## config.mk

```make
export PLATFORM = sky130hd
export DESIGN_NAME = brb_bias_bank
export DESIGN_NICKNAME = d
export VERILOG_FILES = /design/src/hw/brb_pkg.sv /design/src/hw/brb_bias_bank.sv
export SDC_FILE = /design/constraint.sdc
export NUM_CORES = 1
export LEC_CHECK = 0
export BUFFER_PORTS_ARGS = -buffer_cell sky130_fd_sc_hd__buf_2
export CAP_MARGIN = 20
export CORE_MARGIN = 4
export CORE_UTILIZATION = 40
export DETAILED_ROUTE_END_ITERATION = 7
export GPL_TIMING_DRIVEN = 0
export PLACE_DENSITY = 0.75
export SLEW_MARGIN = 40
export SYNTH_ARGS = -nofsm -noshare
export SYNTH_HDL_FRONTEND = slang
export SYNTH_SLANG_ARGS = --single-unit
export TNS_END_PERCENT = 1
```

## constraint.sdc

```tcl
create_clock -name clk -period 1.43 [get_ports clk]
set_input_delay 0.2145 -clock clk [delete_from_list [all_inputs] [get_ports clk]]
set_output_delay 0.2145 -clock clk [all_outputs]
set_load 0.01 [all_outputs]
```

## src/hw/brb_pkg.sv

```systemverilog
// package: register map, field positions and reset values of the bias register bank
package brb_pkg;
  localparam int ADDR_W = 5;
  localparam int DATA_W = 8;
  localparam logic [4:0] ADDR_SYSTEM_CONTROL = 5'h00;
  localparam logic [4:0] ADDR_GROUP_A_SENSE_REFERENCE = 5'h01;
  localparam logic [4:0] ADDR_GROUP_A_DRIVER_GATE_SETTING = 5'h02;
  localparam logic [4:0] ADDR_GROUP_A_FINAL_GATE_SETTING = 5'h03;
  localparam logic [4:0] ADDR_GROUP_B_SENSE_REFERENCE = 5'h04;
  localparam logic [4:0] ADDR_GROUP_B_DRIVER_GATE_SETTING = 5'h05;
  localparam logic [4:0] ADDR_GROUP_B_FINAL_GATE_SETTING = 5'h06;
  localparam logic [4:0] ADDR_TEMPERATURE_READING = 5'h0F;
  localparam logic [4:0] ADDR_OVERRIDE_UNLOCK_KEY = 5'h11;
  localparam int BIAS_COUNT = 6;
  localparam int SOFT_RESET_BIT = 6;
  localparam int RELOAD_BIT = 5;
  localparam int SENSE_W = 6;
  localparam logic [7:0] SENSE_MASK = 8'h3F;
  localparam logic [7:0] UNLOCK_CODE = 8'hE3;
  localparam logic [7:0] BIAS_RESET_VALUE = 8'h00;
  // chip revision: value is arbitrary
  localparam logic [3:0] REVISION_DEFAULT = 4'h5;
endpackage

```

## src/hw/brb_bias_bank.sv

```systemverilog
// bias register bank with one-time memory shadow and override unlock
module brb_bias_bank
  import brb_pkg::*;
#(
  parameter logic [3:0] REVISION = REVISION_DEFAULT
) (
  input wire logic clk,
  input wire logic reset_n,
  input wire logic regWrite,
  input wire logic regRead,
  input wire logic [ADDR_W-1:0] regAddr,
  input wire logic [DATA_W-1:0] regWriteData,
  output logic [DATA_W-1:0] regReadData,
  input wire logic [DATA_W*BIAS_COUNT-1:0] fuseImage,
  input wire logic [DATA_W-1:0] temperatureValue,
  output logic [DATA_W*BIAS_COUNT-1:0] biasSettings,
  output logic engineeringOverrideMode
);

  function automatic logic [7:0] fieldMask(input int idx);
    fieldMask = (idx == 0 || idx == 3) ? SENSE_MASK : 8'hFF;
  endfunction

  logic [7:0] bias_q [BIAS_COUNT];
  logic [7:0] bias_d [BIAS_COUNT];
  logic softReset_q;
  logic reload_q;
  logic loadPending_q;
  logic override_q;
  logic override_d;
  logic [7:0] readData_q;
  logic [7:0] readData_d;

  wire sysWrite = regWrite && (regAddr == ADDR_SYSTEM_CONTROL);
  wire keyWrite = regWrite && (regAddr == ADDR_OVERRIDE_UNLOCK_KEY);
  // soft reset bit written to one
  wire softResetHit = sysWrite && regWriteData[SOFT_RESET_BIT];
  // reload bit written to one with the soft reset bit written to zero
  wire reloadHit = sysWrite && regWriteData[RELOAD_BIT] && !regWriteData[SOFT_RESET_BIT];
  wire fuseLoad = loadPending_q || softResetHit || reloadHit;
  wire biasAddrHit = (regAddr >= ADDR_GROUP_A_SENSE_REFERENCE) && (regAddr <= ADDR_GROUP_B_FINAL_GATE_SETTING);
  wire [2:0] biasIdx = 3'(regAddr - ADDR_GROUP_A_SENSE_REFERENCE);

  always_comb begin
    for (int i = 0; i < BIAS_COUNT; i++) begin
      bias_d[i] = bias_q[i];
      if (fuseLoad) begin
        bias_d[i] = fuseImage[i*DATA_W +: DATA_W] & fieldMask(i);
      end else if (regWrite && biasAddrHit && override_q && (int'(biasIdx) == i)) begin
        bias_d[i] = regWriteData & fieldMask(i);
      end
    end
  end

  always_comb begin
    override_d = override_q;
    if (softResetHit) begin
      override_d = 1'b0;
    end else if (keyWrite && regWriteData == UNLOCK_CODE) begin
      override_d = 1'b1;
    end else if (keyWrite) begin
      override_d = 1'b0;
    end
  end

  always_comb begin
    readData_d = 8'h00;
    if (regAddr == ADDR_SYSTEM_CONTROL) begin
      readData_d = {1'b0, softReset_q, reload_q, 1'b0, REVISION};
    end else if (biasAddrHit) begin
      readData_d = bias_q[biasIdx];
    end else if (regAddr == ADDR_TEMPERATURE_READING) begin
      readData_d = temperatureValue;
    end
  end

  always_ff @(posedge clk or negedge reset_n) begin
    if (!reset_n) begin
      loadPending_q <= 1'b1;
    end else begin
      loadPending_q <= 1'b0;
    end
  end

  always_ff @(posedge clk or negedge reset_n) begin
    if (!reset_n) begin
      for (int i = 0; i < BIAS_COUNT; i++) begin
        bias_q[i] <= BIAS_RESET_VALUE;
      end
      override_q <= 1'b0;
    end else begin
      bias_q <= bias_d;
      override_q <= override_d;
    end
  end

  always_ff @(posedge clk or negedge reset_n) begin
    if (!reset_n) begin
      softReset_q <= 1'b0;
      reload_q <= 1'b0;
    end else if (sysWrite) begin
      softReset_q <= regWriteData[SOFT_RESET_BIT];
      reload_q <= regWriteData[RELOAD_BIT];
    end
  end

  always_ff @(posedge clk or negedge reset_n) begin
    if (!reset_n) begin
      readData_q <= 8'h00;
    end else if (regRead) begin
      readData_q <= readData_d;
    end
  end

  always_comb begin
    for (int i = 0; i < BIAS_COUNT; i++) begin
      biasSettings[i*DATA_W +: DATA_W] = bias_q[i];
    end
  end
  assign regReadData = readData_q;
  assign engineeringOverrideMode = override_q;

  a_reset_load: assert property (@(posedge clk) disable iff (!reset_n)
    (reset_n && loadPending_q) |=> (bias_q[1] == $past(fuseImage[15:8])
      && bias_q[0] == ($past(fuseImage[7:0]) & SENSE_MASK)
      && bias_q[3] == ($past(fuseImage[31:24]) & SENSE_MASK)))
    else $error("bias not loaded from fuses after reset");
  a_locked_write: assert property (@(posedge clk) disable iff (!reset_n)
    (regWrite && biasAddrHit && !override_q && !fuseLoad && regAddr == 5'h02) |=> $stable(bias_q[1]))
    else $error("bias changed while locked");
  a_unlocked_write: assert property (@(posedge clk) disable iff (!reset_n)
    (regWrite && regAddr == 5'h03 && override_q && !fuseLoad) |=> bias_q[2] == $past(regWriteData))
    else $error("unlocked write not taken");
  a_unlock_code: assert property (@(posedge clk) disable iff (!reset_n)
    (keyWrite && regWriteData == 8'hE3 && !softResetHit) |=> engineeringOverrideMode)
    else $error("passcode did not unlock");
  a_wrong_code: assert property (@(posedge clk) disable iff (!reset_n)
    (keyWrite && regWriteData != 8'hE3) |=> !engineeringOverrideMode)
    else $error("wrong passcode left mode on");
  a_soft_reset: assert property (@(posedge clk) disable iff (!reset_n)
    softResetHit |=> (!engineeringOverrideMode && bias_q[5] == $past(fuseImage[47:40])))
    else $error("soft reset did not restore defaults");
  a_reload_copy: assert property (@(posedge clk) disable iff (!reset_n)
    reloadHit |=> bias_q[4] == $past(fuseImage[39:32]))
    else $error("reload did not copy fuses");
  a_sense_width: assert property (@(posedge clk) disable iff (!reset_n)
    bias_q[0][7:6] == 2'b00 && bias_q[3][7:6] == 2'b00)
    else $error("sense reference upper bits set");
  a_temp_read: assert property (@(posedge clk) disable iff (!reset_n)
    (regRead && regAddr == 5'h0F) |=> regReadData == $past(temperatureValue))
    else $error("temperature read wrong");
  a_reserved_zero: assert property (@(posedge clk) disable iff (!reset_n)
    (regRead && ((regAddr >= 5'h07 && regAddr <= 5'h0E) || regAddr == 5'h10 || regAddr == 5'h11))
    |=> regReadData == 8'h00)
    else $error("reserved or key read not zero");
  a_revision_read: assert property (@(posedge clk) disable iff (!reset_n)
    (regRead && regAddr == 5'h00) |=> regReadData[3:0] == REVISION && regReadData[7] == 1'b0)
    else $error("revision field wrong");
  a_locked_any: assert property (@(posedge clk) disable iff (!reset_n)
    (regWrite && biasAddrHit && !override_q && !fuseLoad) |=> $stable(biasSettings))
    else $error("locked bias write changed a setting");
  a_mode_stays_off: assert property (@(posedge clk) disable iff (!reset_n)
    (!override_q && !(keyWrite && regWriteData == UNLOCK_CODE)) |=> !engineeringOverrideMode)
    else $error("override mode came on without the key");
  a_mode_holds: assert property (@(posedge clk) disable iff (!reset_n)
    (override_q && !keyWrite && !softResetHit) |=> engineeringOverrideMode)
    else $error("override mode dropped without cause");
  a_read_holds: assert property (@(posedge clk) disable iff (!reset_n)
    !regRead |=> $stable(regReadData))
    else $error("read data changed without a read");
  a_control_read: assert property (@(posedge clk) disable iff (!reset_n)
    (regRead && regAddr == ADDR_SYSTEM_CONTROL) |=> regReadData[4] == 1'b0)
    else $error("unused control bit read as one");
  a_bias_readback: assert property (@(posedge clk) disable iff (!reset_n)
    (regRead && regAddr == ADDR_GROUP_B_FINAL_GATE_SETTING) |=> regReadData == $past(biasSettings[47:40]))
    else $error("bias readback wrong");
  a_temp_write: assert property (@(posedge clk) disable iff (!reset_n)
    (regWrite && regAddr == ADDR_TEMPERATURE_READING && !loadPending_q)
    |=> $stable(biasSettings) && $stable(engineeringOverrideMode))
    else $error("temperature write changed state");
  a_reserved_write: assert property (@(posedge clk) disable iff (!reset_n)
    (regWrite && ((regAddr >= 5'h07 && regAddr <= 5'h0E) || regAddr == 5'h10) && !loadPending_q)
    |=> $stable(biasSettings) && $stable(engineeringOverrideMode))
    else $error("reserved write changed state");
  a_reload_mode: assert property (@(posedge clk) disable iff (!reset_n)
    reloadHit |=> engineeringOverrideMode == $past(engineeringOverrideMode))
    else $error("reload changed override mode");
  a_sense_write: assert property (@(posedge clk) disable iff (!reset_n)
    (regWrite && regAddr == ADDR_GROUP_B_SENSE_REFERENCE && override_q && !fuseLoad)
    |=> bias_q[3] == ($past(regWriteData) & SENSE_MASK))
    else $error("sense write not masked to six bits");

  c_unlock: cover property (@(posedge clk) disable iff (!reset_n) keyWrite && regWriteData == 8'hE3);
  c_bias_write: cover property (@(posedge clk) disable iff (!reset_n) regWrite && biasAddrHit && override_q);
  c_soft_reset: cover property (@(posedge clk) disable iff (!reset_n) softResetHit);
  c_reload: cover property (@(posedge clk) disable iff (!reset_n) reloadHit);
  c_locked_write: cover property (@(posedge clk) disable iff (!reset_n) regWrite && biasAddrHit && !override_q);
endmodule

```

==> results of run 1 <==
[registers in the layout, indices dropped and copies added (netlist names)]
signal                   cells
biasSettings                44
engineeringOverrideMode      1
loadPending_q                1
regReadData                  8
reload_q                     1
softReset_q                  1
[power groups by stage]
stage / logic [uW] / clock network (uW) / registers [uW]
detailed placement: 925 / 0 / 1870
global route: 1100 / 968 / 1870
floorplan: 434 / 0 / 1920
finish: 1010 / 905 / 1850
global placement: 909 / 0 / 1860
CTS: 995 / 913 / 1840
[what timing repair did]
item	in CTS	in global routing
pin swaps	30	19
hold buffers	1	0
hold endpoints to repair	55	0
buffers inserted	11	1
resized for setup	44	12
cloned	0	0
setup endpoints to repair	52	52
[cell usage after synthesis, drive strengths merged]
library cell  number  area, sq um
mux2i             59          591
dfrtp             55         1380
nor2              53          199
a21oi             47          235
buf               15         92.6
nor2b             10         62.6
clkbuf             9         33.8
nand2              8         30.0
o22ai              8         50.1
ha                 7         87.6
inv                5         18.8
o21ai              5         25.0
a221o              3         30.0
mux4               3         78.8
nand4b             3         26.3
nor3               3         15.0
a22oi              2         15.0
a31oi              2         18.8
a41oi              2         17.5
and3               2         22.5
and4               2         17.5
mux2               2         22.5
nand3              2         10.0
nand4              2         18.8
and2               1         6.26
and4b              1         10.0
conb               1         3.75
dfstp              1         26.3
nand2b             1         6.26
nand3b             1         7.51
nor3b              1         7.51
nor4               1         6.26
nor4bb             1         10.0
or2                1         6.26
or4                1         11.3
[layout make-up]
class | instances | area (sq um)
Clock inverter | 2 | 13.8
Inverter | 5 | 31.3
Multi-Input combinational cell | 239 | 1770
Buffer | 24 | 201
Fill cell | 712 | 3410
Clock buffer | 6 | 72.6
Sequential cell | 56 | 1400
Timing Repair Buffer | 133 | 734
Tap cell | 102 | 128
[worst min-delay path by stage]
| stage | slack (ns) | depth (start not counted) | endpoint |
|---|---|---|---|
| CTS | 0.12 | 3 | regReadData[4] |
| finish | 0.12 | 3 | regReadData[4] |
| detailed placement | 0.32 | 1 | engineeringOverrideMode |
| global placement | 0.44 | 3 | regReadData[4] |
| floorplan | -0.08 | 0 | biasSettings[0] |
| global route | 0.12 | 2 | regReadData[5] |
[metal layers]
layer	track usage (%)	vias up
met5	0	-
met4	5.86	0
met3	4.67	18
met2	36.0	149
met1	28.2	1480
li1	-	1421
[stage by stage]
| stage | total power, uW | hold WS [ns] | instances | TNS [ns] | setup slack (ns) |
|---|---|---|---|---|---|
| after global placement | 2770 | 0.445 | 546 | -41.46 | -0.936 |
| after global routing | 3930 | 0.122 | 567 | -7.82 | -0.213 |
| after CTS | 3750 | 0.119 | 566 | -3.53 | -0.149 |
| after detailed placement | 2800 | 0.323 | 546 | -42.67 | -0.948 |
| after floorplan | 2350 | -0.0811 | 324 | -14.66 | -0.449 |
| final | 3760 | 0.118 | 567 | -4.56 | -0.160 |
[cells by family (layout without fill, tap and decap cells)]
| logic type | Yosys count | in the layout | synth area share [%] |
|---|---|---|---|
| and+or+nand+nor | 94 | 94 | 14.8 |
| AOI/OAI and AO/OA | 69 | 69 | 12.3 |
| muxes | 64 | 64 | 21.7 |
| DFF | 56 | 56 | 43.9 |
| buffers and inverters | 29 | 170 | 4.54 |
| adders and majority gates | 7 | 7 | 2.74 |
| other | 1 | 5 | 0.117 |
[worst max-delay path, stage by stage]
cell                      delay (ns)
sky130_fd_sc_hd__buf_8          0.11
sky130_fd_sc_hd__buf_12         0.12
sky130_fd_sc_hd__buf_12         0.12
sky130_fd_sc_hd__inv_8          0.06
sky130_fd_sc_hd__ha_4           0.13
sky130_fd_sc_hd__ha_4           0.21
sky130_fd_sc_hd__nor2b_2        0.12
sky130_fd_sc_hd__and4_1         0.21
sky130_fd_sc_hd__buf_6          0.17
sky130_fd_sc_hd__mux2i_2        0.23
sky130_fd_sc_hd__a21oi_1        0.08
==> results by stage, run 1 <==
Power and ir drop:
- Summed over all nets, the switching power comes to 1220 uW.
- The standby leakage power is 0.00219 uW.
- The share of total power in combinational logic is 26.8%.
- The largest voltage drop on the vdd net is 0.507 mV.
- In this run, flip-flops and latches consume 49.2% of the power.
- The relative contribution of the clock network to total power is 24.1%.
- The cell internal power dissipation is 2540 uW.
- The switching part of the total power is 32.3%.
- The ratio of total power to cell area is 863 nW/um^2.

STA:
- The number of hold violations in the final report is 0.
- The post-route clock skew is around 0.013 ns.
- Setup slack on the critical path of the routed design comes to -0.160 ns.
- Setup repair after global routing could not meet its margin everywhere.
- The final-report setup violation count is 52.
- The actual slew at the worst max-slew pin is 0.744 ns.
- The post-route fraction of the period consumed by the critical path is 111%.
- The smallest clock period supported by the final layout is computed as approximately 1.6 ns.
- Based on the critical path, the design can be clocked at up to roughly 0.63 GHz.
- The headroom to the max-slew limit is 50.4%.
- The count of pins over their slew limit is 0.

Job:
- The max-cap violation count is 0.

Clock network:
- TritonCTS built the clock tree.
- The number of buffers created by CTS is 5.
- The worst-case clock buffer depth is 2.
- The tree is rooted in a sky130_fd_sc_hd__clkbuf_8.
- The clock-pin slew of the registers on the worst-case setup and hold paths is 0.11 ns.
- The clock reaches the later pin of the worst-skew pair after 0.32 ns.
- The number of levels the H-tree was split into is 2.
- The tree built by TritonCTS fans out to 56 sinks.

Finish:
- Cells fill 56.1% of the core in the end.
- The net count of the finished layout is 544.
- In the layout the commonest cells are sky130_fd_sc_hd__buf_2, sky130_fd_sc_hd__mux2i_1, sky130_fd_sc_hd__dfrtp_1.
- The most common cell after layout, fill and taps aside is sky130_fd_sc_hd__buf_2.
- The diode insertion count for antenna repair is 0.
- Once layout is done, the placed cells without fillers occupy 4360 sq um.
- The share of post-route cells with drive strength above 1 is 40.9%.
- The growth of design area from synthesis to finish is 36.4%.

Floorplan:
- The die outline height is 97.4 microns.
- The initial utilization of the core area, before any placement, comes to 41.1%.
- The total area inside the core boundary comes to 7770 sq um.
- The die is 97.4 microns wide.
- The die footprint is 9480 sq um.
- For this design the top-level I/O count stands at 130.
- The number of placement rows is 32.

Route:
- Wire segments on met2 add up to around 5000 microns in the final route.
- In this run the remaining antenna-violating nets after routing total 0.
- The detailed router finished its first iteration with 168 violations.
- The routed length on met1 is 4360 microns.
- The first TritonRoute pass finished after 4 iterations.
- In the final routed layout, each cell accounts on average for 18.2 microns.
- Wires add up to 10,300 microns.
- Using the TritonRoute via totals, the vias-per-cell ratio works out to about 5.4.
- In the detailed route, the total length drawn on met3 is 777 microns.
- After detailed routing, no signal wire sits above met4.
- The count of unresolved DRC violations after routing is 0.
- The total vias in the final route is between 3,000 and 4,000.

Logic synthesis:
- The Yosys step of the flow raised 0 warnings.
- The mapped cell area is 3200 sq um.
- The synthesized instance count is 320.
- The total of flip-flops plus latches after synthesis is 56.
- In this run, distinct cell masters in the synthesized netlist total 40.
- After synthesis, the mean cell area works out to 9.99 sq um.
- The portion of the post-synthesis area used by sequential elements is 43.9%.

Global routing:
- The pin count of the biggest net entering global routing is between 50 and 60.
- In the global route stage, overall resource usage came out at 21.5%.
- The wire length of the first global-routing pass is 16,300 microns.
- The number of global-route vias before repair came to 3,107.
- The initial antenna violation count is 0.
- The remaining global-route overflow is 0.

Place:
- The total cell area at the placement stage is 4010 sq um.
- The post-DP HPWL is 7670 microns.
- The number of port buffers is 120.
- The routability congestion estimate is 0.834.

Worst setup path:
- Counting cells, the worst reg-to-reg path comes to 7.
- Following the worst setup path forward leads to its endpoint at biasSettings[16].
- The worst register-to-register path begins at engineeringOverrideMode.
- The worst register-to-register path ends at biasSettings[9].
- The category of the worst setup path capture point is a register.
- The arrival time of data at the critical path endpoint is 1.79 ns.
- STA classifies the critical path startpoint as an input port.
- The worst-case register-to-register setup slack is -0.12 ns.
- The critical path is of the in2reg type.
- Along the worst path, the maximum fanout reaches 8.
- Data on the critical path is required at its endpoint by roughly 1.6 ns.
- In this run the worst setup path begins at regAddr[0].

Min path:
- In this run the worst hold path is classified as in2reg.
- The worst hold path begins at temperatureValue[4].

Run status:
- The run finished, with violations left.
- The checks that failed: setup timing.
Power figures use the tool's default switching activity.
==> inputs of run 2 (changes only) <==
--- a/config.mk
+++ b/config.mk
@@ -8,10 +8,10 @@
 export BUFFER_PORTS_ARGS = -buffer_cell sky130_fd_sc_hd__buf_2
 export CAP_MARGIN = 20
 export CORE_MARGIN = 4
-export CORE_UTILIZATION = 40
+export CORE_UTILIZATION = 44
 export DETAILED_ROUTE_END_ITERATION = 7
 export GPL_TIMING_DRIVEN = 0
-export PLACE_DENSITY = 0.75
+export PLACE_DENSITY = 0.77
 export SLEW_MARGIN = 40
 export SYNTH_ARGS = -nofsm -noshare
 export SYNTH_HDL_FRONTEND = slang
==> run 2 against run 1 <==
Largest cell class unchanged. Die area fell by 8.4%. Sequential power barely moved. Worst hold slack got worse by 0.0041 ns. Via count barely moved. Global-route usage rose by 2.2 points. Sequential cell count did not move. The flow still finishes with violations (setup timing). Core utilization rose by 7.9 points. Register-to-register slack barely moved. Sequential share of layout area fell by 0.45 points. Wire length fell by 0.31%. First-iteration DRC count fell by 8.3%. Clock-buffer cell count did not move.
==> results by stage, run 2 (synthesis results as in run 1) <==
Clock network:
- The worst-case clock buffer depth is 2.
- The number of buffers created by CTS is 5.
- The number of levels the H-tree was split into is 2.
- The root cell of the clock tree is sky130_fd_sc_hd__clkbuf_8.
- The clock-pin slew of the registers on the worst-case setup and hold paths is 0.10 ns.
- Clock tree synthesis found a total of 56 sinks.
- The CTS tree is built.
- The insertion delay of the later-clocked pin in the worst-skew pair is 0.31 ns.

Finish:
- After routing the design area is roughly 4400 sq um.
- Cells fill between 60 and 70% of the core in the end.
- Summing all flip-flop and latch instances after layout gives 1400 sq um.
- Summing all multi-input logic gate instances after layout gives 1780 sq um.
- The register with the most flip-flops in the layout has 44 of them.
- The net count of the finished layout is 550.
- In the layout the commonest cells are sky130_fd_sc_hd__buf_2, sky130_fd_sc_hd__dfrtp_1, sky130_fd_sc_hd__mux2i_1, sky130_fd_sc_hd__nor2_1, sky130_fd_sc_hd__a21oi_1.
- The library cell used most frequently in the layout, excluding fill and tap cells, is sky130_fd_sc_hd__buf_2.
- The share of post-route cells with drive strength above 1 is 42.0%.
- 0 antenna diodes ended up in the layout.
- The number of fillers in the final layout is 620.
- The growth of design area from synthesis to finish is 38.3%.

Worst setup path:
- In this run the register-to-register setup slack is -0.12 ns.
- The signal on the critical path passes through buf_8 -> buf_12 -> buf_12 -> inv_8 -> ha_2 -> nand3b_1 -> and4_1 -> buf_6 -> mux2i_1 -> a21oi_1.
- The critical path is of the in2reg type.
- The worst setup path is captured at a register.
- The critical path data required time is 1.62 ns.
- The most repeated library cell on the critical path is sky130_fd_sc_hd__buf_12.
- For this design, the slowest cell found on the critical path is sky130_fd_sc_hd__and4_1.
- STA classifies the critical path startpoint as an input port.
- On the worst path, the slowest cell contributes a delay of 0.24 ns.
- Of all nets on the critical path, the largest fanout is 8.
- Data arrives at the worst endpoint at 1.77 ns.

Global routing:
- The initial antenna violation count is 0.
- The number of global-route vias before repair is approximately 3,100.
- The pin count of the biggest net entering global routing is 57.
- The remaining global-route overflow is 0.
- In the global route stage, overall resource usage came out at 23.7%.
- The wire length of the first global-routing pass is 16,100 microns.

Route:
- In the detailed route, the total length drawn on met3 is between 800 and 900 microns.
- Wires add up to around 10,000 microns.
- The highest layer touched by signal routing is met4.
- The count of unresolved DRC violations after routing is 0.
- The detailed router placed 3,065 vias in this run.
- The pre-antenna-repair detailed-routing pass consisted of 5 iterations.
- For this block, wires on met1 add up to about 4300 microns.
- Once detail routing completed, the nets flagged for antenna violations numbered 0.
- For this block, the initial DRC count from the detailed router was 154.
- The average detailed-routed wire length per instance is 18.2 microns.
- Detailed routing placed a total of about 5000 microns of wire on met2.
- Dividing the detail-routed via count by the number of cells gives 5.41.

Job:
- The max-cap violation count is 0.

STA:
- The time the final worst path needs with I/O delays and setup is roughly 1.6 ns.
- For this run, the top clock speed supported by timing is 0.633 GHz.
- The count of pins over their slew limit came to 0.
- Setup repair after global routing could not meet its margin everywhere.
- The worst path setup slack after routing is -0.150 ns.
- The headroom to the max-slew limit is 51.9%.
- The number of hold violations in the final report is 0.
- At the pin with the least slew margin, the transition time is roughly 0.7 ns.
- On the final layout, the worst clock skew is 0.0103 ns.
- After layout, the worst path uses 111% of the clock period.
- Setup violations remaining at the end of the flow were counted as 52.

Floorplan:
- From left edge to right edge, the die measures 93.2 microns.
- The number of placement rows is 30.
- The die footprint is approximately 8700 sq um.
- The number of top-level design ports is 130.
- The core region is 6910 sq um.
- The die outline height is just over 90 microns.
- Once the floorplan was initialized, standard cells occupied a little under half of the core.

Min path:
- The path class of the tightest hold or removal check is in2reg.

Power and ir drop:
- The standby leakage power is between 0.002 and 0.0025 uW.
- In this run the power density over the cells is 852 nW/um^2.
- Across the VDD grid, the largest voltage drop is 0.413 mV.

Place:
- Summing all placed instances gives a cell area of between 3000 and 4000 sq um.
- Port buffering added 120 buffers.
- The congestion estimate from routability-driven global placement came to 0.818.
- Once detailed placement completed, the half-perimeter wirelength came to approximately 7600 microns.

Run status:
- The run finished, with violations left.
- The checks that failed: setup timing.
## run 2: metrics by stage
step | cells | setup slack (ns) | hold slack (ns) | setup TNS [ns] | total power (uW)
final | 567 | -0.150 | 0.114 | -3.56 | 3770
after CTS | 563 | -0.0873 | 0.116 | -2.33 | 3760
after global placement | 540 | -0.937 | 0.442 | -41.54 | 2770
after floorplan | 324 | -0.449 | -0.0811 | -14.66 | 2350
after global routing | 567 | -0.210 | 0.128 | -6.98 | 3950
after detailed placement | 540 | -0.936 | 0.320 | -42.57 | 2800
## run 2: layout make-up
class / instances / share of cell area (%)
plain buffers: 24 / 4.81
clock buffers: 6 / 1.64
clock inverters: 2 / 0.311
inverters: 5 / 0.764
multi-input cells: 239 / 40.3
flip-flops and latches: 56 / 31.7
well taps: 96 / 2.72
repair buffers: 139 / 17.8
## run 2: path summary, 6_finish.rpt
kind / from / to / cells past startpoint
max: regAddr[0] / biasSettings[22] / 10
min: temperatureValue[4] / regReadData[4] / 3
max reg2reg: engineeringOverrideMode / biasSettings[22] / 6
min reg2reg: softReset_q / softReset_q / 1
max in group asynchronous: reset_n / biasSettings[24] / 2
min in group asynchronous: reset_n / regReadData[7] / 2
## run 2: repair_timing
item	CTS	global route
pin swaps	51	6
endpoints found under the setup margin	52	52
buffers inserted	14	4
gates resized for setup	51	10
hold buffers	1	0
endpoints found under the hold margin	55	0
## run 2: per-layer routing
| layer | track usage (%) | vias up |
|---|---|---|
| li1 | - | 1430 |
| met1 | 31.7 | 1475 |
| met2 | 39.7 | 149 |
| met3 | 5.07 | 11 |
| met4 | 4.52 | 0 |
| met5 | 0 | - |
## run 2: worst max-delay path: cells and delay by family
kind / cells / cell delay [ns]
compound gates: 1 / 0.09
fa+ha+maj: 1 / 0.21
buf+inv: 5 / 0.57
mux: 1 / 0.22
simple gates: 2 / 0.45
## run 2: power breakdown
group | leakage, uW | switching (uW) | internal, uW | total (uW)
sequential | 0.000647 | 122 | 1730 | 1850
combinational | 0.00151 | 550 | 480 | 1030
clock | 0.0000456 | 533 | 351 | 884
